`src/rtl/pll_cfg_pkg.sv`:
```
// shared constants, field layout and decode helpers for the clock setup block
package pll_cfg_pkg;

    // =====================================================================
    // widths
    localparam int ADDR_W = 4;
    localparam int DATA_W = 32;
    localparam int DVF_W  = 5;
    localparam int MLT_W  = 6;
    localparam int SEL_W  = 2;

    // =====================================================================
    // register offsets (byte addresses)
    localparam logic [ADDR_W-1:0] OFF_SETUP  = 4'h0;  // clock_setup_register
    localparam logic [ADDR_W-1:0] OFF_STATUS = 4'h4;
    localparam logic [ADDR_W-1:0] OFF_RATIO  = 4'h8;

    // =====================================================================
    // field positions in clock_setup_register
    localparam int DVF_LSB = 0;
    localparam int MLT_LSB = 8;
    localparam int RNG_POS = 16;
    localparam int SEL_LSB = 20;

    // field positions in the status register
    localparam int ST_DIV_OK   = 0;
    localparam int ST_LOOP_OK  = 1;
    localparam int ST_CORE_OK  = 2;
    localparam int ST_DVF_OK   = 3;
    localparam int ST_RESERVED = 4;
    localparam int ST_REF_SEL  = 5;

    // field positions in the ratio register
    localparam int RT_NUM_LSB  = 0;
    localparam int RT_DEN_LSB  = 8;
    localparam int RT_VCO_LSB  = 16;
    localparam int RT_CORE_LSB = 20;

    // =====================================================================
    // reset values
    localparam logic [DVF_W-1:0] DVF_RST = 5'h00;
    localparam logic [MLT_W-1:0] MLT_RST = 6'h00;
    localparam logic             RNG_RST = 1'h1;
    localparam logic [SEL_W-1:0] SEL_RST = 2'h0;

    // =====================================================================
    // source select codes; 2'h2 also picks the reference
    localparam logic [SEL_W-1:0] SEL_REF      = 2'h0;
    localparam logic [SEL_W-1:0] SEL_VCO_HALF = 2'h1;
    localparam logic [SEL_W-1:0] SEL_VCO      = 2'h3;

    // =====================================================================
    // largest divide code and frequency limits in kHz
    localparam logic [31:0] DVF_MAX_CODE = 32'h00000009;
    localparam logic [31:0] DIV_MIN_KHZ  = 32'h00002710;  // 10 MHz
    localparam logic [31:0] DIV_MAX_KHZ  = 32'h000061a8;  // 25 MHz
    localparam logic [31:0] LOOP_MIN_KHZ = 32'h00040f10;  // 266 MHz
    localparam logic [31:0] LOOP_MAX_KHZ = 32'h00081e20;  // 532 MHz
    localparam logic [31:0] CORE_MAX_KHZ = 32'h00040f10;  // 266 MHz
    localparam logic [31:0] REF_MAX_KHZ  = 32'h000186a0;  // 100 MHz
    localparam int          REF_KHZ_DEF  = 40000;

    // division from loop to oscillator stage
    function automatic logic [1:0] vco_div(input logic vco_range_bit);
        vco_div = vco_range_bit ? 2'h1 : 2'h2;
    endfunction : vco_div

    // total division from loop to core; 1 also when the reference is picked
    function automatic logic [2:0] core_div(input logic [SEL_W-1:0] sel, input logic vco_range_bit);
        case (sel)
            SEL_VCO:      core_div = vco_range_bit ? 3'h1 : 3'h2;
            SEL_VCO_HALF: core_div = vco_range_bit ? 3'h2 : 3'h4;
            default:      core_div = 3'h1;
        endcase
    endfunction : core_div

    // the one forbidden pairing of select and range
    function automatic logic is_reserved(input logic [SEL_W-1:0] sel, input logic vco_range_bit);
        is_reserved = (sel == SEL_VCO) && vco_range_bit;
    endfunction : is_reserved

    // reference drives the core directly
    function automatic logic is_ref(input logic [SEL_W-1:0] sel);
        is_ref = (sel != SEL_VCO) && (sel != SEL_VCO_HALF);
    endfunction : is_ref

endpackage : pll_cfg_pkg

```
`src/rtl/pll_cfg_if.sv`:
```
// configuration and status carrier between the setup block and its helpers
`timescale 1ns/1ps
interface pll_cfg_if;
    logic [pll_cfg_pkg::DVF_W-1:0] dvf;
    logic [pll_cfg_pkg::MLT_W-1:0] mlt;
    logic                          vco_range_bit;
    logic [pll_cfg_pkg::SEL_W-1:0] sel;
    logic                          div_tick;
    logic                          div_ok;
    logic                          loop_ok;
    logic                          core_ok;
    logic                          dvf_ok;

    modport ctrl (output dvf, output mlt, output vco_range_bit, output sel,
                  input div_tick, input div_ok, input loop_ok, input core_ok, input dvf_ok);
    modport div  (input dvf, output div_tick);
    modport chk  (input dvf, input mlt, input vco_range_bit, input sel,
                  output div_ok, output loop_ok, output core_ok, output dvf_ok);
endinterface : pll_cfg_if

```
`src/rtl/ref_divider.sv`:
```
// input divider: one tick per (divide field + 1) reference cycles
`timescale 1ns/1ps
module ref_divider (
    // clock and reset
    input  wire logic i_clk,
    input  wire logic i_reset,
    // configuration
    pll_cfg_if.div    cfg
);
    typedef struct packed {
        logic [pll_cfg_pkg::DVF_W-1:0] cnt;
        logic                          tick;
    } div_state_t;

    div_state_t q;
    div_state_t d;

    // =====================================================================
    // counter wraps at the field value, so a shrunken field never strands it
    always_comb begin
        d = q;
        d.tick = (q.cnt >= cfg.dvf);
        d.cnt  = d.tick ? '0 : pll_cfg_pkg::DVF_W'(q.cnt + 1'b1);
    end

    always_ff @(posedge i_clk) begin
        if (i_reset) begin
            q <= '0;
        end else begin
            q <= d;
        end
    end

    assign cfg.div_tick = q.tick;

    // =====================================================================
    // tick marks exactly the wrap of the counter
    chk_tick_cause: assert property (@(posedge i_clk) disable iff (i_reset)
        q.tick |-> $past(q.cnt) >= $past(cfg.dvf))
        else $error("divider tick without wrap");
    chk_tick_period: assert property (@(posedge i_clk) disable iff (i_reset)
        (cfg.dvf == 5'h01) [*4] ##0 q.tick ##1 (cfg.dvf == 5'h01) |-> !q.tick ##1 q.tick)
        else $error("divide by two tick spacing wrong");

endmodule : ref_divider

```
`src/rtl/cfg_window_check.sv`:
```
// checks the programmed setup against the permitted frequency windows
`timescale 1ns/1ps
module cfg_window_check #(
    parameter int REF_KHZ = pll_cfg_pkg::REF_KHZ_DEF
) (
    // clock and reset
    input  wire logic i_clk,
    input  wire logic i_reset,
    // configuration
    pll_cfg_if.chk    cfg
);
    typedef struct packed {
        logic div_ok;
        logic loop_ok;
        logic core_ok;
        logic dvf_ok;
    } chk_state_t;

    localparam logic [31:0] REF = 32'(REF_KHZ);

    chk_state_t  q;
    chk_state_t  d;
    logic [31:0] den;
    logic [31:0] num;
    logic [31:0] ref_x_num;

    assign den       = 32'(cfg.dvf) + 32'h1;
    assign num       = 32'(cfg.mlt) + 32'h1;
    assign ref_x_num = REF * num;

    // =====================================================================
    // products avoid a divider: f/den in window <=> f in window*den
    always_comb begin
        d = q;
        d.div_ok  = (REF >= pll_cfg_pkg::DIV_MIN_KHZ * den)
                 && (REF <= pll_cfg_pkg::DIV_MAX_KHZ * den);
        d.loop_ok = (ref_x_num >= pll_cfg_pkg::LOOP_MIN_KHZ * den)
                 && (ref_x_num <= pll_cfg_pkg::LOOP_MAX_KHZ * den);
        d.dvf_ok  = (32'(cfg.dvf) <= pll_cfg_pkg::DVF_MAX_CODE);
        // bus runs at half the core, so the core bound covers both
        if (pll_cfg_pkg::is_ref(cfg.sel)) begin
            d.core_ok = (REF <= pll_cfg_pkg::CORE_MAX_KHZ);
        end else begin
            d.core_ok = ref_x_num <= pll_cfg_pkg::CORE_MAX_KHZ * den
                        * 32'(pll_cfg_pkg::core_div(cfg.sel, cfg.vco_range_bit));
        end
    end

    always_ff @(posedge i_clk) begin
        if (i_reset) begin
            q <= '0;
        end else begin
            q <= d;
        end
    end

    assign cfg.div_ok  = q.div_ok;
    assign cfg.loop_ok = q.loop_ok;
    assign cfg.core_ok = q.core_ok;
    assign cfg.dvf_ok  = q.dvf_ok;

    // =====================================================================
    chk_dvf_limit: assert property (@(posedge i_clk) disable iff (i_reset)
        cfg.dvf > 5'h09 |=> !q.dvf_ok)
        else $error("oversized divide code not flagged");

endmodule : cfg_window_check

```
`src/rtl/pll_cfg_top.sv`:
```
// clock setup register block: divider, multiplier ratio, range and core source
// ========================================================================
// Functional notes
// reference divided by divide field plus one
// loop ratio is multiply field plus one
// range bit 1 passes loop, 0 halves
// core source: reference, oscillator, or half oscillator
// software keeps divider output at 10-25 MHz
// software keeps loop output 266-532 MHz
// divide codes above 0x09 never programmed
// select 11 with range 1 is reserved
// software keeps core <=266, bus <=133 MHz
`timescale 1ns/1ps
module pll_cfg_top #(
    parameter int REF_KHZ = pll_cfg_pkg::REF_KHZ_DEF
) (
    // clock and reset
    input  wire logic                           i_clk,
    input  wire logic                           i_reset,
    // register port
    input  wire logic [pll_cfg_pkg::ADDR_W-1:0] i_addr,
    input  wire logic [pll_cfg_pkg::DATA_W-1:0] i_wdata,
    input  wire logic                           i_wr,
    input  wire logic                           i_rd,
    output logic      [pll_cfg_pkg::DATA_W-1:0] o_rdata,
    // clock setup results
    output logic                                o_div_tick,
    output logic      [6:0]                     o_loop_num,
    output logic      [5:0]                     o_loop_den,
    output logic      [1:0]                     o_vco_div,
    output logic      [2:0]                     o_core_div,
    output logic                                o_core_from_ref,
    output logic                                o_setup_ok
);
    if (REF_KHZ < 1 || REF_KHZ > 100000) begin : g_bad_ref
        $error("REF_KHZ out of 1..100000");
    end

    typedef struct packed {
        logic [pll_cfg_pkg::DVF_W-1:0]  dvf;
        logic [pll_cfg_pkg::MLT_W-1:0]  mlt;
        logic                           vco_range_bit;
        logic [pll_cfg_pkg::SEL_W-1:0]  sel;
        logic                           reserved_seen;
        logic [pll_cfg_pkg::DATA_W-1:0] rdata;
        logic [6:0]                     loop_num;
        logic [5:0]                     loop_den;
        logic [1:0]                     vco_div;
        logic [2:0]                     core_div;
        logic                           core_ref;
        logic                           setup_ok;
    } top_state_t;

    top_state_t                    q;
    top_state_t                    d;
    pll_cfg_if                     cfg_bus ();
    logic [pll_cfg_pkg::DVF_W-1:0] w_dvf;
    logic [pll_cfg_pkg::MLT_W-1:0] w_mlt;
    logic                          w_rng;
    logic [pll_cfg_pkg::SEL_W-1:0] w_sel;
    logic                          w_setup;
    logic                          w_reserved;

    // =====================================================================
    // helpers
    ref_divider u_div (
        .i_clk   (i_clk),
        .i_reset (i_reset),
        .cfg     (cfg_bus.div)
    );

    cfg_window_check #(
        .REF_KHZ (REF_KHZ)
    ) u_chk (
        .i_clk   (i_clk),
        .i_reset (i_reset),
        .cfg     (cfg_bus.chk)
    );

    assign cfg_bus.dvf = q.dvf;
    assign cfg_bus.mlt = q.mlt;
    assign cfg_bus.vco_range_bit = q.vco_range_bit;
    assign cfg_bus.sel = q.sel;

    // =====================================================================
    // register images
    function automatic logic [pll_cfg_pkg::DATA_W-1:0] setup_image(input top_state_t s);
        setup_image = '0;
        setup_image[pll_cfg_pkg::DVF_LSB +: pll_cfg_pkg::DVF_W] = s.dvf;
        setup_image[pll_cfg_pkg::MLT_LSB +: pll_cfg_pkg::MLT_W] = s.mlt;
        setup_image[pll_cfg_pkg::RNG_POS]                       = s.vco_range_bit;
        setup_image[pll_cfg_pkg::SEL_LSB +: pll_cfg_pkg::SEL_W] = s.sel;
    endfunction : setup_image

    function automatic logic [pll_cfg_pkg::DATA_W-1:0] ratio_image(input top_state_t s);
        ratio_image = '0;
        ratio_image[pll_cfg_pkg::RT_NUM_LSB  +: 7] = s.loop_num;
        ratio_image[pll_cfg_pkg::RT_DEN_LSB  +: 6] = s.loop_den;
        ratio_image[pll_cfg_pkg::RT_VCO_LSB  +: 2] = s.vco_div;
        ratio_image[pll_cfg_pkg::RT_CORE_LSB +: 3] = s.core_div;
    endfunction : ratio_image

    // =====================================================================
    // write decode of the setup register
    assign w_dvf      = i_wdata[pll_cfg_pkg::DVF_LSB +: pll_cfg_pkg::DVF_W];
    assign w_mlt      = i_wdata[pll_cfg_pkg::MLT_LSB +: pll_cfg_pkg::MLT_W];
    assign w_rng      = i_wdata[pll_cfg_pkg::RNG_POS];
    assign w_sel      = i_wdata[pll_cfg_pkg::SEL_LSB +: pll_cfg_pkg::SEL_W];
    assign w_setup    = i_wr && (i_addr == pll_cfg_pkg::OFF_SETUP);
    assign w_reserved = pll_cfg_pkg::is_reserved(w_sel, w_rng);

    // =====================================================================
    // next state: register writes, read mux and derived ratios
    always_comb begin
        d = q;
        // a reserved pairing is refused whole so the core never sees it
        if (w_setup && !w_reserved) begin
            d.dvf = w_dvf;
            d.mlt = w_mlt;
            d.vco_range_bit = w_rng;
            d.sel = w_sel;
        end
        // writing status clears the flag; a refusal in the same cycle wins
        if (i_wr && (i_addr == pll_cfg_pkg::OFF_STATUS)) begin
            d.reserved_seen = 1'b0;
        end
        if (w_setup && w_reserved) begin
            d.reserved_seen = 1'b1;
        end
        // ratios follow the stored fields one cycle later
        d.loop_den = 6'(q.dvf) + 6'h1;
        d.loop_num = 7'(q.mlt) + 7'h1;
        d.vco_div  = pll_cfg_pkg::vco_div(q.vco_range_bit);
        d.core_div = pll_cfg_pkg::core_div(q.sel, q.vco_range_bit);
        d.core_ref = pll_cfg_pkg::is_ref(q.sel);
        d.setup_ok = cfg_bus.div_ok && cfg_bus.loop_ok
                  && cfg_bus.core_ok && cfg_bus.dvf_ok;
        // read data valid only in the cycle after the strobe
        d.rdata = '0;
        if (i_rd) begin
            case (i_addr)
                pll_cfg_pkg::OFF_SETUP: begin
                    d.rdata = setup_image(q);
                end
                pll_cfg_pkg::OFF_STATUS: begin
                    d.rdata[pll_cfg_pkg::ST_DIV_OK]   = cfg_bus.div_ok;
                    d.rdata[pll_cfg_pkg::ST_LOOP_OK]  = cfg_bus.loop_ok;
                    d.rdata[pll_cfg_pkg::ST_CORE_OK]  = cfg_bus.core_ok;
                    d.rdata[pll_cfg_pkg::ST_DVF_OK]   = cfg_bus.dvf_ok;
                    d.rdata[pll_cfg_pkg::ST_RESERVED] = q.reserved_seen;
                    d.rdata[pll_cfg_pkg::ST_REF_SEL]  = q.core_ref;
                end
                pll_cfg_pkg::OFF_RATIO: begin
                    d.rdata = ratio_image(q);
                end
                default: begin
                    d.rdata = '0;
                end
            endcase
        end
    end

    // =====================================================================
    // state register
    always_ff @(posedge i_clk) begin
        if (i_reset) begin
            q          <= '0;
            q.dvf      <= pll_cfg_pkg::DVF_RST;
            q.mlt      <= pll_cfg_pkg::MLT_RST;
            q.vco_range_bit      <= pll_cfg_pkg::RNG_RST;
            q.sel      <= pll_cfg_pkg::SEL_RST;
            q.loop_num <= 7'h1;
            q.loop_den <= 6'h1;
            q.vco_div  <= 2'h1;
            q.core_div <= 3'h1;
            q.core_ref <= 1'b1;
        end else begin
            q <= d;
        end
    end

    // =====================================================================
    // outputs
    assign o_rdata         = q.rdata;
    assign o_div_tick      = cfg_bus.div_tick;
    assign o_loop_num      = q.loop_num;
    assign o_loop_den      = q.loop_den;
    assign o_vco_div       = q.vco_div;
    assign o_core_div      = q.core_div;
    assign o_core_from_ref = q.core_ref;
    assign o_setup_ok      = q.setup_ok;

    // =====================================================================
    // checks
    chk_setup_store: assert property (@(posedge i_clk) disable iff (i_reset)
        w_setup && !w_reserved |=> q.dvf == $past(w_dvf) && q.mlt == $past(w_mlt))
        else $error("setup write not stored");
    chk_loop_den: assert property (@(posedge i_clk) disable iff (i_reset)
        w_setup && !w_reserved |-> ##2 o_loop_den == 6'($past(w_dvf, 2)) + 6'h1)
        else $error("divide ratio wrong");
    chk_loop_num: assert property (@(posedge i_clk) disable iff (i_reset)
        w_setup && !w_reserved |-> ##2 o_loop_num == 7'($past(w_mlt, 2)) + 7'h1)
        else $error("multiply ratio wrong");
    chk_range_halve: assert property (@(posedge i_clk) disable iff (i_reset)
        w_setup && !w_reserved |-> ##2 o_vco_div == ($past(w_rng, 2) ? 2'h1 : 2'h2))
        else $error("range halving wrong");
    chk_half_vco: assert property (@(posedge i_clk) disable iff (i_reset)
        w_setup && !w_reserved && w_sel == pll_cfg_pkg::SEL_VCO_HALF && !w_rng
        |-> ##2 o_core_div == 3'h4 && !o_core_from_ref)
        else $error("half oscillator source wrong");
    chk_reserved_block: assert property (@(posedge i_clk) disable iff (i_reset)
        w_setup && w_reserved |=> $stable(q.sel) && $stable(q.vco_range_bit) && q.reserved_seen)
        else $error("reserved setup accepted");
    chk_never_reserved: assert property (@(posedge i_clk) disable iff (i_reset)
        !pll_cfg_pkg::is_reserved(q.sel, q.vco_range_bit))
        else $error("reserved pairing stored");
    chk_read_once: assert property (@(posedge i_clk) disable iff (i_reset)
        i_rd && i_addr == pll_cfg_pkg::OFF_SETUP && !i_wr
        |=> o_rdata == setup_image($past(q)) ##1 (o_rdata == '0 || $past(i_rd)))
        else $error("read data timing wrong");

    cov_reserved: cover property (@(posedge i_clk) disable iff (i_reset)
        w_setup && w_reserved);
    cov_vco_full: cover property (@(posedge i_clk) disable iff (i_reset)
        q.sel == pll_cfg_pkg::SEL_VCO && !q.vco_range_bit ##1 o_setup_ok);
    cov_ref_back: cover property (@(posedge i_clk) disable iff (i_reset)
        !o_core_from_ref ##[1:20] o_core_from_ref);

endmodule : pll_cfg_top

```
`config.mk`:
```
export PLATFORM = sky130hd
export DESIGN_NAME = pll_cfg_top
export DESIGN_NICKNAME = d
export VERILOG_FILES = /design/src/rtl/pll_cfg_pkg.sv /design/src/rtl/pll_cfg_if.sv /design/src/rtl/ref_divider.sv /design/src/rtl/cfg_window_check.sv /design/src/rtl/pll_cfg_top.sv
export SDC_FILE = /design/constraint.sdc
export NUM_CORES = 1
export LEC_CHECK = 0
export BUFFER_PORTS_ARGS = -buffer_cell sky130_fd_sc_hd__buf_2
export CAP_MARGIN = 5
export CORE_MARGIN = 2
export CORE_UTILIZATION = 30
export CTS_CLUSTER_SIZE = 28
export DETAILED_ROUTE_END_ITERATION = 6
export GPL_TIMING_DRIVEN = 1
export PLACE_DENSITY = 0.49
export SETUP_SLACK_MARGIN = 0.3
export SLEW_MARGIN = 40
export SYNTH_ARGS = -nofsm -noshare
export SYNTH_HDL_FRONTEND = slang
export SYNTH_SLANG_ARGS = --single-unit
```
`constraint.sdc`:
```
create_clock -name i_clk -period 14.75 [get_ports i_clk]
set_input_delay 0.7375 -clock i_clk [delete_from_list [all_inputs] [get_ports i_clk]]
set_output_delay 0.7375 -clock i_clk [all_outputs]
set_load 0.1 [all_outputs]
```
# After elaboration in Yosys (flattened, before gate mapping)
# Index checks and enable logic that the tools add are counted.
dict set report totals {
  elab_cells 70
  regBits 77
  memories 0
  inputBits 40
  latchBits 0
  ramBits 0
  out_inout_bits 53
  mem_bits_ro 0
}
dict set report op_classes {
  n_mux 10
  multipliers 6
  bitwise_logic 1
  div 0
  n_eq_ne 7
  magnitude_cmp 7
  shifts 0
  n_reduce_logical 16
  addsub 5
}
# op n
set op_table {}
lappend op_table {{$le 32x32->1} 2}
lappend op_table {{$pmux 17 s2} 1}
lappend op_table {{$ge 16x32->1 const A} 1}
lappend op_table {{$ge 32x32->1} 1}
lappend op_table {{$le 16x32->1 const A} 1}
lappend op_table {{$mul 10x32->26 const A} 1}
lappend op_table {{$mul 10x32->28 const A} 1}
lappend op_table {{$mul 12x32->29 const A} 1}
lappend op_table {{$mul 15x32->27 const A} 1}
lappend op_table {{$mul 15x32->28 const A} 1}
lappend op_table {{$mul 28x3->28} 1}
lappend op_table {{$pmux 6 s3} 1}
lappend op_table {{$add 6x1->7 const B} 2}
lappend op_table {{$add 5x1->6 const B} 2}
lappend op_table {{$logic_and 1x1->1} 11}
lappend op_table {{$mux 3} 2}
lappend op_table {{$pmux 3 s2} 1}
lappend op_table {{$add 5x1->5 const B} 1}
lappend op_table {{$ge 5x5->1} 1}
lappend op_table {{$le 5x4->1 const B} 1}
lappend op_table {{$eq 2x2->1 const B} 2}
lappend op_table {{$eq 4x3->1 const B} 1}
lappend op_table {{$eq 4x4->1 const B} 1}
lappend op_table {{$logic_not 4->1} 1}
lappend op_table {{9 further kinds} 13}

# Logic depth before layout (Yosys ltp)
# Gate-level depths: netlist of the first run.
dict set report depth {
  word_depth 6
  mapped_depth 38
  ltp_nobuf 37
}

# Modules after synthesis
# From an unflattened synthesis of the first run, not the netlist that was laid out.
dict set report hier_totals {
  hier_cells 1108
  area_unflattened_um2 9206.3
}
# mod seq_area_each_um2 instances area_each_um2 cells_per_inst
set by_module_without_submodules {}
lappend by_module_without_submodules {cfg_window_check 80.1 1 6568.8 829}
lappend by_module_without_submodules {pll_cfg_top 1061.0 1 2311.0 245}
lappend by_module_without_submodules {ref_divider 120.1 1 326.6 34}

# Worst setup path before layout of the first run
# OpenSTA, ideal clock, no wires.
dict set report synth_timing {
  kind {register -> register}
  start {reg, netlist name cfg_bus.dvf[0]}
  end {reg u_chk.q, in the netlist u_chk.cfg.core_ok}
  t_required_ns 14.669
  path_stages_with_launch 33
  path_slack_ns 7.087
  path_buffers 1
  synth_period_minus_slack_ns 7.663
  arrival_ns 7.582
  setup_time_ns 0.081
  path_cell_list {dfxtp_1 clkbuf_1 nand3_1 xnor2_1 inv_1 fa_1 inv_1 fa_1 fa_1 inv_1 ha_1 nor2b_1 o41ai_1 o21bai_1 xnor2_1 nand2_1 fa_1 inv_1 ha_1 a211oi_1 o21a_1 o41a_1 o21ai_1 xnor2_1 ha_1 nand3_1 nor2_1 nand4b_1 a2111oi_0 nor4_1 o2111ai_1 nor3_1 a41oi_1}
}
dict set report synth_between {
  elab_chain_len 5
}
# element line
set synth_lines {}
lappend synth_lines {{$add 5x1->6} cfg_window_check.sv:27} ;# assign den = 32'(cfg.dvf) + 32'h1;
lappend synth_lines {{$mul 15x32->28} cfg_window_check.sv:44} ;# d.core_ok = ref_x_num <= pll_cfg_pkg::CORE_MAX_KHZ * den
lappend synth_lines {{$mul 28x3->28} cfg_window_check.sv:45} ;# * 32'(pll_cfg_pkg::core_div(cfg.sel, cfg.vco_range_bit));
lappend synth_lines {{$le 32x32->1} cfg_window_check.sv:44}
lappend synth_lines {{$mux 1} cfg_window_check.sv:41} ;# if (pll_cfg_pkg::is_ref(cfg.sel)) begin
lappend synth_lines {{end signal: assignment} cfg_window_check.sv:51} ;# q <= '0;
lappend synth_lines {{end signal: assignment} cfg_window_check.sv:53} ;# q <= d;
lappend synth_lines {{end: declaration} cfg_window_check.sv:21} ;# chk_state_t q;
# Every way passes these cells.
# A chain may end at the register's enable or synchronous reset.

# Worst setup path after layout of the first run
dict set report layout_timing {
  start {reg, netlist name cfg_bus.dvf[0]}
  end {reg u_chk.q, in the netlist u_chk.cfg.core_ok}
}
dict set report layout_between {
  elab_chain_len 5
}
# element line
set layout_lines {}
lappend layout_lines {{$add 5x1->6} cfg_window_check.sv:27}
lappend layout_lines {{$mul 15x32->28} cfg_window_check.sv:44}
lappend layout_lines {{$mul 28x3->28} cfg_window_check.sv:45}
lappend layout_lines {{$le 32x32->1} cfg_window_check.sv:44}
lappend layout_lines {{$mux 1} cfg_window_check.sv:41}
# Every way passes these cells.

==> results of run 1 <==
## state kept, by name (all words and copies together) (netlist names)
register and flops:
cfg_bus.sel 2, u_chk.cfg.dvf_ok 1, u_chk.cfg.core_ok 1, cfg_bus.mlt 6
cfg_bus.vco_range_bit 1, o_setup_ok 1, o_loop_den 6, u_div.cfg.div_tick 1
o_rdata 18, o_loop_num 7, u_chk.cfg.div_ok 1, u_chk.cfg.loop_ok 1
u_div.q 5, o_core_div 3, cfg_bus.dvf 5, o_core_from_ref 1
o_vco_div 2, q 1
## layout make-up
type | count | area [um^2] | share of cell area [%]
clock buffer | 9 | 225.2 | 2.305
clock inverter | 7 | 102.6 | 1.050
inverter | 146 | 548.0 | 5.609
multi-input combinational | 826 | 6763 | 69.22
sequential | 63 | 1261 | 12.91
tap | 390 | 488.0 | 4.994
timing repair buffer | 71 | 382.9 | 3.919
## final timing paths
path	startpoint	depth (start not counted)	slack, ps	to
max	cfg_bus.dvf[0]	39	5560	u_chk.cfg.core_ok
min	u_div.q[1]	1	460	u_div.q[1]
max reg2reg	cfg_bus.dvf[0]	39	5560	u_chk.cfg.core_ok
min reg2reg	u_div.q[1]	1	460	u_div.q[1]
## logic make-up (layout without fill, tap and decap cells)
| group | Yosys count | in the layout | synth area share (%) |
|---|---|---|---|
| xor+xnor | 63 | 63 | 6.301 |
| other cells | 1 | 14 | 0.04169 |
| compound gates | 215 | 215 | 15.76 |
| simple gates | 296 | 296 | 15.80 |
| mux | 3 | 3 | 0.3339 |
| fa+ha+maj | 235 | 235 | 36.28 |
| flops | 63 | 63 | 14.02 |
| buf+inv | 219 | 233 | 11.46 |
## placed cells by master (no fill, tap or decap), types with 11 or more instances in the layout
cell type,count
a21o_1,25
conb_1,14
a21oi_1,70
inv_1,143
nor2_1,72
nand2_1,100
nand2b_1,16
buf_4,11
xor2_1,26
nor2b_1,16
xnor2_1,35
dfxtp_1,63
buf_2,60
nand3_1,19
ha_1,192
nor3_1,18
a22oi_1,15
nand4_1,11
fa_1,43
o21ai_0,25
## critical path: cells and delay by family, from the launching register on
family	cells	cell delay, ps
and+or+nand+nor	10	1220
DFF	1	300
adders and majority gates	8	3290
AOI/OAI and AO/OA	10	2190
buffers and inverters	8	1260
xor gates and xnor gates	3	720
## metal layers
layer	share of wire (%)	vias up	GRT usage [%]
met5	0	-	0
met4	0.83	0	2.101
met3	3.0	14	1.482
met2	48	112	25.41
met1	48	3404	19.73
li1	-	3726	-
## through the flow
| step | hold WS (ps) | power, W | instances |
|---|---|---|---|
| final | 459.7 | 0.0005018 | 1512 |
| after global routing | 492.8 | 0.0005253 | 1512 |
| after CTS | 462.4 | 0.0005067 | 1512 |
| after detailed placement | 451.9 | 0.0002737 | 1496 |
| after global placement | 446.7 | 0.0002725 | 1496 |
| after floorplan | 424.5 | 0.0002550 | 1108 |
## power by group
group	switching [W]	internal [W]	leakage, nW	total (W)
Clock	0.0000828	0.000150	0.157	0.000233
Sequential	0.00000193	0.000172	0.509	0.000174
Combinational	0.0000641	0.0000311	4.41	0.0000953
==> impl_metrics.env, run 1 <==
export IMPL_worstPathRequired_ps=14920
export IMPL_cts_setup_buffers=0
export IMPL_cts_resized_gates=0
export IMPL_fin_nets=1392
export IMPL_pin_count=93
export IMPL_fin_crit_sh_pct=62.33
export IMPL_timing_setup_tns_ps=0
export IMPL_avgSynthCellArea_um2=8.214
export IMPL_startpoint_type="flip-flop"
export IMPL_p_leak_nw=5.077
export IMPL_design_area_mm2=0.009771
export IMPL_start_util_pct=30.43
export IMPL_htreeDepth=3
export IMPL_hold_violations=0
export IMPL_drive_gt1_share_pct=9.715
export IMPL_status="finished clean"
export IMPL_clkLatencyLatePin_ps=330
export IMPL_first_global_vias=7109
export IMPL_cts_made_buffers=9
export IMPL_yosysMostFrequentCell="ha_1"
export IMPL_gp_congestion=0.8018
export IMPL_synthArstFlopShare_pct=0
export IMPL_rsz0062_at_grt="no"
export IMPL_setup_viol=0
export IMPL_cts_root_buf="clkbuf_16"
export IMPL_crit_slowest_cell="ha_1"
export IMPL_fmax_mhz=108.8
export IMPL_slew_headroom_pct=51.46
export IMPL_syn_to_final_growth_pct=8.624
export IMPL_ys_top_cells_by_count="ha_1 (192), inv_1 (143), nand2_1 (100), nor2_1 (72), a21oi_1 (70)"
export IMPL_ys_seq_area_share_pct=14.02
export IMPL_die_w_um=177.2
export IMPL_grt_overflow_total=0
export IMPL_ys_flop_type="dfxtp_1"
export IMPL_dpl_hpwl_um=18900
export IMPL_hold_buffers=0
export IMPL_peakVddDrop_mv=0.04967
export IMPL_finalCoreUtilization_pct=33.05
export IMPL_synth_top_area_share_pct=26.71
export IMPL_dieArea_mm2=0.03138
export IMPL_p_per_area_mw_per_mm2=51.36
export IMPL_drtIter0Drc=273
export IMPL_worstMarginPinSlew_ps=728.0
export IMPL_cts_sinks=63
export IMPL_endpoint_kind="flip-flop"
export IMPL_die_y_um=177.2
export IMPL_fillers=3183
export IMPL_drtAntennaViolNets=0
export IMPL_gr_usage_all_layers_pct=14.56
export IMPL_ys_ff_latch=63
export IMPL_port_buffers=60
export IMPL_yosys_area_top_type="ha_1"
export IMPL_viasPerCell=4.799
export IMPL_path_class="reg2reg"
export IMPL_synth_edf_count=0
export IMPL_n_antenna_cell=0
export IMPL_hp_class="reg2reg"
export IMPL_synth_area_top_cells="ha_1 (27%), dfxtp_1 (14%), fa_1 (9.6%)"
export IMPL_drv_slew=0
export IMPL_skew_ps=6.794
export IMPL_finalCriticalPeriod_ps=9194
export IMPL_synth_cells=1095
export IMPL_postPlaceCellArea_mm2=0.009443
export IMPL_ys_types=68
export IMPL_grt_pass1_wl_um=36630
export IMPL_layout_setup_ws_ps=5556
export IMPL_wl_per_cell_um=14.84
export IMPL_yosys_warnings=0
export IMPL_cts_tree="built"
export IMPL_maxCapViolations=0
export IMPL_cp_data_arrival_time_ps=9360
export IMPL_crit_fanout=22
export IMPL_cts_buffer_depth=2
export IMPL_first_pass_iters=7
export IMPL_place_ws_ps=5487
export IMPL_antenna_found_initial=1
export IMPL_synth_cell_area_mm2=0.008995
export IMPL_cp_slowest_stage_delay_ps=590
export IMPL_grt_max_degree=40
export IMPL_drt_total_wl_um=22440
export IMPL_path_clk_slew_ps=60
export IMPL_fp_coreArea_mm2=0.02956
export IMPL_placementRows=63
export IMPL_vias=7256
export IMPL_drc=0
No activity file was read; power rests on OpenSTA's default activity.
==> inputs of run 2 (changes only) <==
- clock period: 14.75 -> 8.8 ns (I/O delays scaled with it)
==> run 2 against run 1 <==
Net effect: power rose by 69%; hold slack got worse by 110 ps; via count rose by 2.4%; register-to-register slack got worse by 4600 ps; combinational power rose by 71%; sequential share of layout area fell by 0.26 points; global-route usage rose by 0.55 points; die area did not move; utilization rose by 0.70 points; setup slack got worse by 4600 ps.
==> impl_metrics.env, run 2 (synthesis results as in run 1) <==
export IMPL_crit_start="cfg_bus.dvf[3]"
export IMPL_status="finished clean"
export IMPL_gr_usage_all_layers_pct=15.12
export IMPL_first_pass_iters=5
export IMPL_skew_ps=13.19
export IMPL_timing_setup_tns_ps=0
export IMPL_port_buffers=60
export IMPL_hp_class="in2reg"
export IMPL_drtAntennaViolNets=0
export IMPL_crit_reg2reg_capture="u_chk.cfg.core_ok"
export IMPL_mostFrequentLayoutCell="ha_1"
export IMPL_fin_nets=1410
export IMPL_design_area_mm2=0.009978
export IMPL_hold_ws_ps=346.6
export IMPL_rsz0062_at_grt="no"
export IMPL_r2r_start="cfg_bus.dvf[3]"
export IMPL_reg2reg_slack_ps=950
export IMPL_cp_common_cell="inv_1"
export IMPL_path_class="reg2reg"
export IMPL_internal_power_w=0.0005991
export IMPL_clkPwrFrac_pct=46.4
export IMPL_viasPerCell=4.855
export IMPL_p_seq_share_pct=34.4
export IMPL_cts_sinks=63
export IMPL_cts_root_buf="clkbuf_16"
export IMPL_setup_viol=0
export IMPL_grt_max_degree=40
export IMPL_htreeDepth=3
export IMPL_antenna_found_initial=0
export IMPL_start_util_pct=30.43
export IMPL_cts_setup_buffers=0
export IMPL_n_antenna_cell=0
export IMPL_cp_data_arrival_time_ps=8030
export IMPL_largest_reg_flops=18
export IMPL_layout_setup_ws_ps=950.8
export IMPL_cts_made_buffers=9
export IMPL_p_per_area_mw_per_mm2=84.95
export IMPL_comb_power_share_pct=19.2
export IMPL_endpoint_kind="flip-flop"
export IMPL_worstPathRequired_ps=8980
export IMPL_fillers=3148
export IMPL_fin_crit_sh_pct=89.20
export IMPL_hold_start="i_wdata[3]"
export IMPL_syn_to_final_growth_pct=10.93
export IMPL_p_sw_w=0.0002485
export IMPL_dpl_hpwl_um=19510
export IMPL_die_y_um=177.2
export IMPL_worstMarginPinSlew_ps=708.9
export IMPL_final_cell_mix="ha_1 (192), inv_1 (143), nand2_1 (100)"
export IMPL_path_clk_slew_ps=60
export IMPL_cts_buffer_depth=2
export IMPL_crit_fanout=5
export IMPL_clkLatencyLatePin_ps=340
export IMPL_finalCriticalPeriod_ps=7849
export IMPL_grt_overflow_total=0
export IMPL_peakVddDrop_mv=0.08412
export IMPL_fp_coreArea_mm2=0.02956
export IMPL_maxCapViolations=0
export IMPL_cts_tree="built"
export IMPL_drc=0
export IMPL_hold_violations=0
export IMPL_drtIter0Drc=403
export IMPL_drive_gt1_share_pct=12.11
export IMPL_p_leak_nw=5.219
export IMPL_slew_headroom_pct=52.62
export IMPL_rr_worst_depth=34
export IMPL_grt_pass1_wl_um=38310
export IMPL_first_global_vias=7472
export IMPL_startpoint_type="flip-flop"
export IMPL_cts_resized_gates=0
export IMPL_gp_congestion=0.8039
export IMPL_drt_total_wl_um=23010
export IMPL_crit_slowest_cell="fa_1"
export IMPL_placementRows=63
export IMPL_vias=7428
export IMPL_switching_share_pct=29.32
export IMPL_dieArea_mm2=0.03138
export IMPL_wl_per_cell_um=15.04
export IMPL_place_ws_ps=509.7
export IMPL_cp_slowest_stage_delay_ps=590
export IMPL_worstSetupEndpoint="u_chk.cfg.core_ok"
export IMPL_fmax_mhz=127.4
export IMPL_hold_buffers=0
export IMPL_die_w_um=177.2
export IMPL_drv_slew=0
export IMPL_pin_count=93
export IMPL_postPlaceCellArea_mm2=0.009578
[run 2: area by class of cell]
| type | instances | area, um^2 | share of cell area [%] |
|---|---|---|---|
| clock inverter | 6 | 92.59 | 0.9279 |
| timing repair buffer | 89 | 518.0 | 5.191 |
| clock buffer | 10 | 239.0 | 2.395 |
| multi-input combinational | 826 | 6830 | 68.45 |
| inverter | 146 | 548.0 | 5.492 |
| tap | 390 | 488.0 | 4.890 |
| sequential | 63 | 1262 | 12.65 |
[run 2: power by group through the flow]
stage | sequential (W) | combinational (W) | clock (W)
4_1_cts | 0.000292 | 0.000165 | 0.000399
5_1_grt | 0.000292 | 0.000183 | 0.000414
3_5_place_dp | 0.000298 | 0.000164 | 0
3_3_place_gp | 0.000298 | 0.000161 | 0
6_report | 0.000292 | 0.000163 | 0.000393
2_1_floorplan | 0.000299 | 0.000128 | 0
[run 2: worst min-delay path by stage]
stage | to | slack (ps) | cells after the start
floorplan | o_setup_ok | 420 | 2
global placement | u_div.q[1] | 450 | 1
detailed placement | o_setup_ok | 480 | 2
CTS | cfg_bus.mlt[0] | 340 | 3
global route | cfg_bus.mlt[0] | 350 | 3
finish | cfg_bus.dvf[3] | 350 | 3
[run 2: per-stage QoR]
stage / power (W) / util [%] / std cells
after CTS: 0.0008549 / 33.52 / 1530
after detailed placement: 0.0004616 / 32.40 / 1514
after floorplan: 0.0004274 / - / 1108
after global placement: 0.0004593 / 32.38 / 1514
final: 0.0008476 / 33.76 / 1530
after global routing: 0.0008886 / 33.76 / 1530
[run 2: metal layers]
metal	part of all wire (%)	global-route usage, %	vias to the layer above	routed length [um]
met5	0	0	-	0
met4	0.53	1.687	0	121
met3	3.1	1.697	10	719
met2	48	26.15	103	10940
met1	49	20.73	3555	11230
li1	-	-	3760	-
[run 2: worst max-delay path, delay by kind of cell, from the launching register on]
family                   cells  cell delay (ps)
AO/OA/AOI/OAI               10             1620
adder cells (fa/ha/maj)      7             3080
buffers and inverters        7              800
flip-flops                   1              490
AND/OR/NAND/NOR              7              940
XOR/XNOR                     3              750
==> inputs of run 3 (changes only) <==
- ABC_AREA: unset -> 1
- clock period: 8.8 -> 9.3 ns (I/O delays scaled with it)
==> run 3 against run 2 <==
Net effect: first-iteration DRC count up 25%; non-clock buffer count is 25 lower; routed wire length is 11% higher; largest power group unchanged.
==> impl_metrics.env, run 3 <==
export IMPL_rsz0062_at_grt="no"
export IMPL_ys_top_cells_by_count="nand2_1 (298), inv_1 (224), ha_1 (192), nor2_1 (122), a21oi_1 (96)"
export IMPL_dp_cells=1761
export IMPL_grt_max_degree=26
export IMPL_drc=0
export IMPL_ys_ff_latch=63
export IMPL_drtAntennaViolNets=0
export IMPL_peakVddDrop_mv=0.08052
export IMPL_synth_cells=1345
export IMPL_cts_buffer_depth=2
export IMPL_fillers=3471
export IMPL_hp_class="in2reg"
export IMPL_cts_root_buf="clkbuf_16"
export IMPL_path_class="reg2reg"
export IMPL_htreeDepth=3
export IMPL_hold_start="i_wdata[1]"
export IMPL_cts_sinks=63
export IMPL_fp_coreArea_mm2=0.03131
export IMPL_yosysMostFrequentCell="nand2_1"
export IMPL_dieArea_mm2=0.03301
export IMPL_synthArstFlopShare_pct=0
export IMPL_synth_cell_area_mm2=0.009472
export IMPL_vias=8251
export IMPL_drv_slew=0
export IMPL_first_global_vias=8097
export IMPL_fmax_mhz=127.2
export IMPL_port_buffers=60
export IMPL_avgSynthCellArea_um2=7.042
export IMPL_fin_crit_sh_pct=84.52
export IMPL_hold_end="cfg_bus.dvf[1]"
export IMPL_cts_setup_buffers=0
export IMPL_reg2reg_slack_ps=1440
export IMPL_dpl_hpwl_um=21640
export IMPL_drt_total_wl_um=25430
export IMPL_die_w_um=181.7
export IMPL_holdPathStages=3
export IMPL_multi_input_area_mm2=0.006978
export IMPL_yosys_warnings=0
export IMPL_synth_top_area_share_pct=25.36
export IMPL_p_sw_w=0.0002814
export IMPL_start_util_pct=30.25
export IMPL_p_per_area_mw_per_mm2=80.68
export IMPL_crit_fanout=17
export IMPL_final_cell_mix="nand2_1 (298), inv_1 (224), ha_1 (192)"
export IMPL_mostFrequentLayoutCell="nand2_1"
export IMPL_clkPwrFrac_pct=36.5
export IMPL_ys_types=48
export IMPL_p_leak_nw=5.586
export IMPL_cts_tree="built"
export IMPL_finalCriticalPeriod_ps=7860
export IMPL_ys_seq_area_share_pct=13.32
export IMPL_finalCoreUtilization_pct=32.58
export IMPL_skew_ps=4.683
export IMPL_endpoint_kind="flip-flop"
export IMPL_p_seq_share_pct=33.8
export IMPL_worstMarginPinSlew_ps=813.5
export IMPL_grt_pass1_wl_um=42410
export IMPL_drtIter0Drc=505
export IMPL_timing_setup_tns_ps=0
export IMPL_internal_power_w=0.0005416
export IMPL_worstPathRequired_ps=9490
export IMPL_largest_reg_flops=18
export IMPL_slew_headroom_pct=45.56
export IMPL_maxCapViolations=0
export IMPL_r2r_start="cfg_bus.dvf[0]"
export IMPL_hold_buffers=0
export IMPL_startpoint_type="flip-flop"
export IMPL_pin_count=93
export IMPL_crit_reg2reg_capture="u_chk.cfg.core_ok"
export IMPL_synth_area_top_cells="ha_1 (25%), dfxtp_1 (13%), nand2_1 (12%)"
export IMPL_wl_per_cell_um=14.33
export IMPL_die_y_um=181.7
export IMPL_grt_overflow_total=0
export IMPL_setup_viol=0
export IMPL_yosys_area_top_type="ha_1"
export IMPL_cp_data_arrival_time_ps=8050
export IMPL_drive_gt1_share_pct=8.012
export IMPL_gr_usage_all_layers_pct=15.91
export IMPL_cts_made_buffers=9
export IMPL_finalNonFillerCells=1775
export IMPL_regArea_mm2=0.001261
export IMPL_ys_flop_type="dfxtp_1"
export IMPL_placementRows=65
export IMPL_n_antenna_cell=0
export IMPL_cts_resized_gates=0
export IMPL_comb_power_share_pct=29.7
export IMPL_clkLatencyLatePin_ps=330
export IMPL_crit_slowest_cell="fa_1"
export IMPL_status="finished clean"
export IMPL_antenna_found_initial=0
export IMPL_switching_share_pct=34.19
export IMPL_cp_common_cell="nor2_1"
export IMPL_gp_congestion=0.8625
export IMPL_viasPerCell=4.648
export IMPL_fin_nets=1645
export IMPL_hold_violations=0
export IMPL_path_clk_slew_ps=50
export IMPL_cp_slowest_stage_delay_ps=550
export IMPL_rr_worst_depth=35
export IMPL_syn_to_final_growth_pct=7.701
export IMPL_synth_edf_count=0
export IMPL_first_pass_iters=5
## run 3: layout make-up
class | count | share of cell area, %
clock inverter | 1 | 0.04906
tap | 402 | 4.931
multi-input combinational | 1002 | 68.40
sequential | 63 | 12.36
clock buffer | 13 | 2.551
inverter | 230 | 8.463
timing repair buffer | 64 | 3.238
## run 3: worst max path at each step
stage | startpoint | endpoint | slack (ps) | depth (start not counted)
final | cfg_bus.dvf[0] | u_chk.cfg.core_ok | 1440 | 35
after global routing | cfg_bus.dvf[0] | u_chk.cfg.core_ok | 890 | 35
after CTS | cfg_bus.dvf[0] | u_chk.cfg.core_ok | 1370 | 35
after detailed placement | cfg_bus.dvf[0] | u_chk.cfg.core_ok | 1400 | 35
after global placement | cfg_bus.dvf[0] | u_chk.cfg.core_ok | 1470 | 35
after floorplan | cfg_bus.dvf[0] | u_chk.cfg.core_ok | 2380 | 34
## run 3: logic make-up (layout without fill, tap and decap cells)
family	after synthesis	in the layout	synth area share, %
and+or+nand+nor	528	528	23.33
DFF	63	63	13.32
adders and majority gates	235	235	34.45
xor gates and xnor gates	53	53	5.059
buffers and inverters	293	308	13.66
AOI/OAI and AO/OA	172	172	10.15
other	1	14	0.03959
## run 3: critical path, delay by kind of cell (launching register included)
kind                     cells  cell delay [ps]
adder cells (fa/ha/maj)      8             3080
XOR/XNOR                     3              850
AND/OR/NAND/NOR             15             2070
AO/OA/AOI/OAI                3              540
flip-flops                   1              330
buffers and inverters        6              830
## run 3: per-stage QoR
| stage | worst slack (ps) | total power [W] | cell area [um^2] | hold slack, ps |
|---|---|---|---|---|
| 2_1_floorplan | 2375 | 0.0004765 | 9520 | 404.6 |
| 3_3_place_gp | 1470 | 0.0005267 | 9923 | 438.3 |
| 3_5_place_dp | 1400 | 0.0005284 | 9931 | 438.1 |
| 4_1_cts | 1375 | 0.0008305 | 10200 | 411.1 |
| 5_1_grt | 889.3 | 0.0008768 | 10200 | 431.8 |
| 6_report | 1440 | 0.0008230 | 10200 | 416.9 |
## run 3: metal layers
| layer | GRT usage (%) | part of all wire, % | up-vias |
|---|---|---|---|
| met1 | 22.12 | 49 | 3779 |
| li1 | - | - | 4292 |
| met4 | 2.862 | 0.89 | 0 |
| met3 | 1.223 | 3.8 | 15 |
| met2 | 27.22 | 46 | 165 |
| met5 | 0 | 0 | - |
## run 3: power by group through the flow
stage,combinational [W],clock [W],sequential [W]
global route,0.000281,0.000318,0.000278
floorplan,0.000191,0,0.000286
finish,0.000244,0.000301,0.000278
detailed placement,0.000245,0,0.000284
global placement,0.000243,0,0.000284
CTS,0.000246,0.000306,0.000278
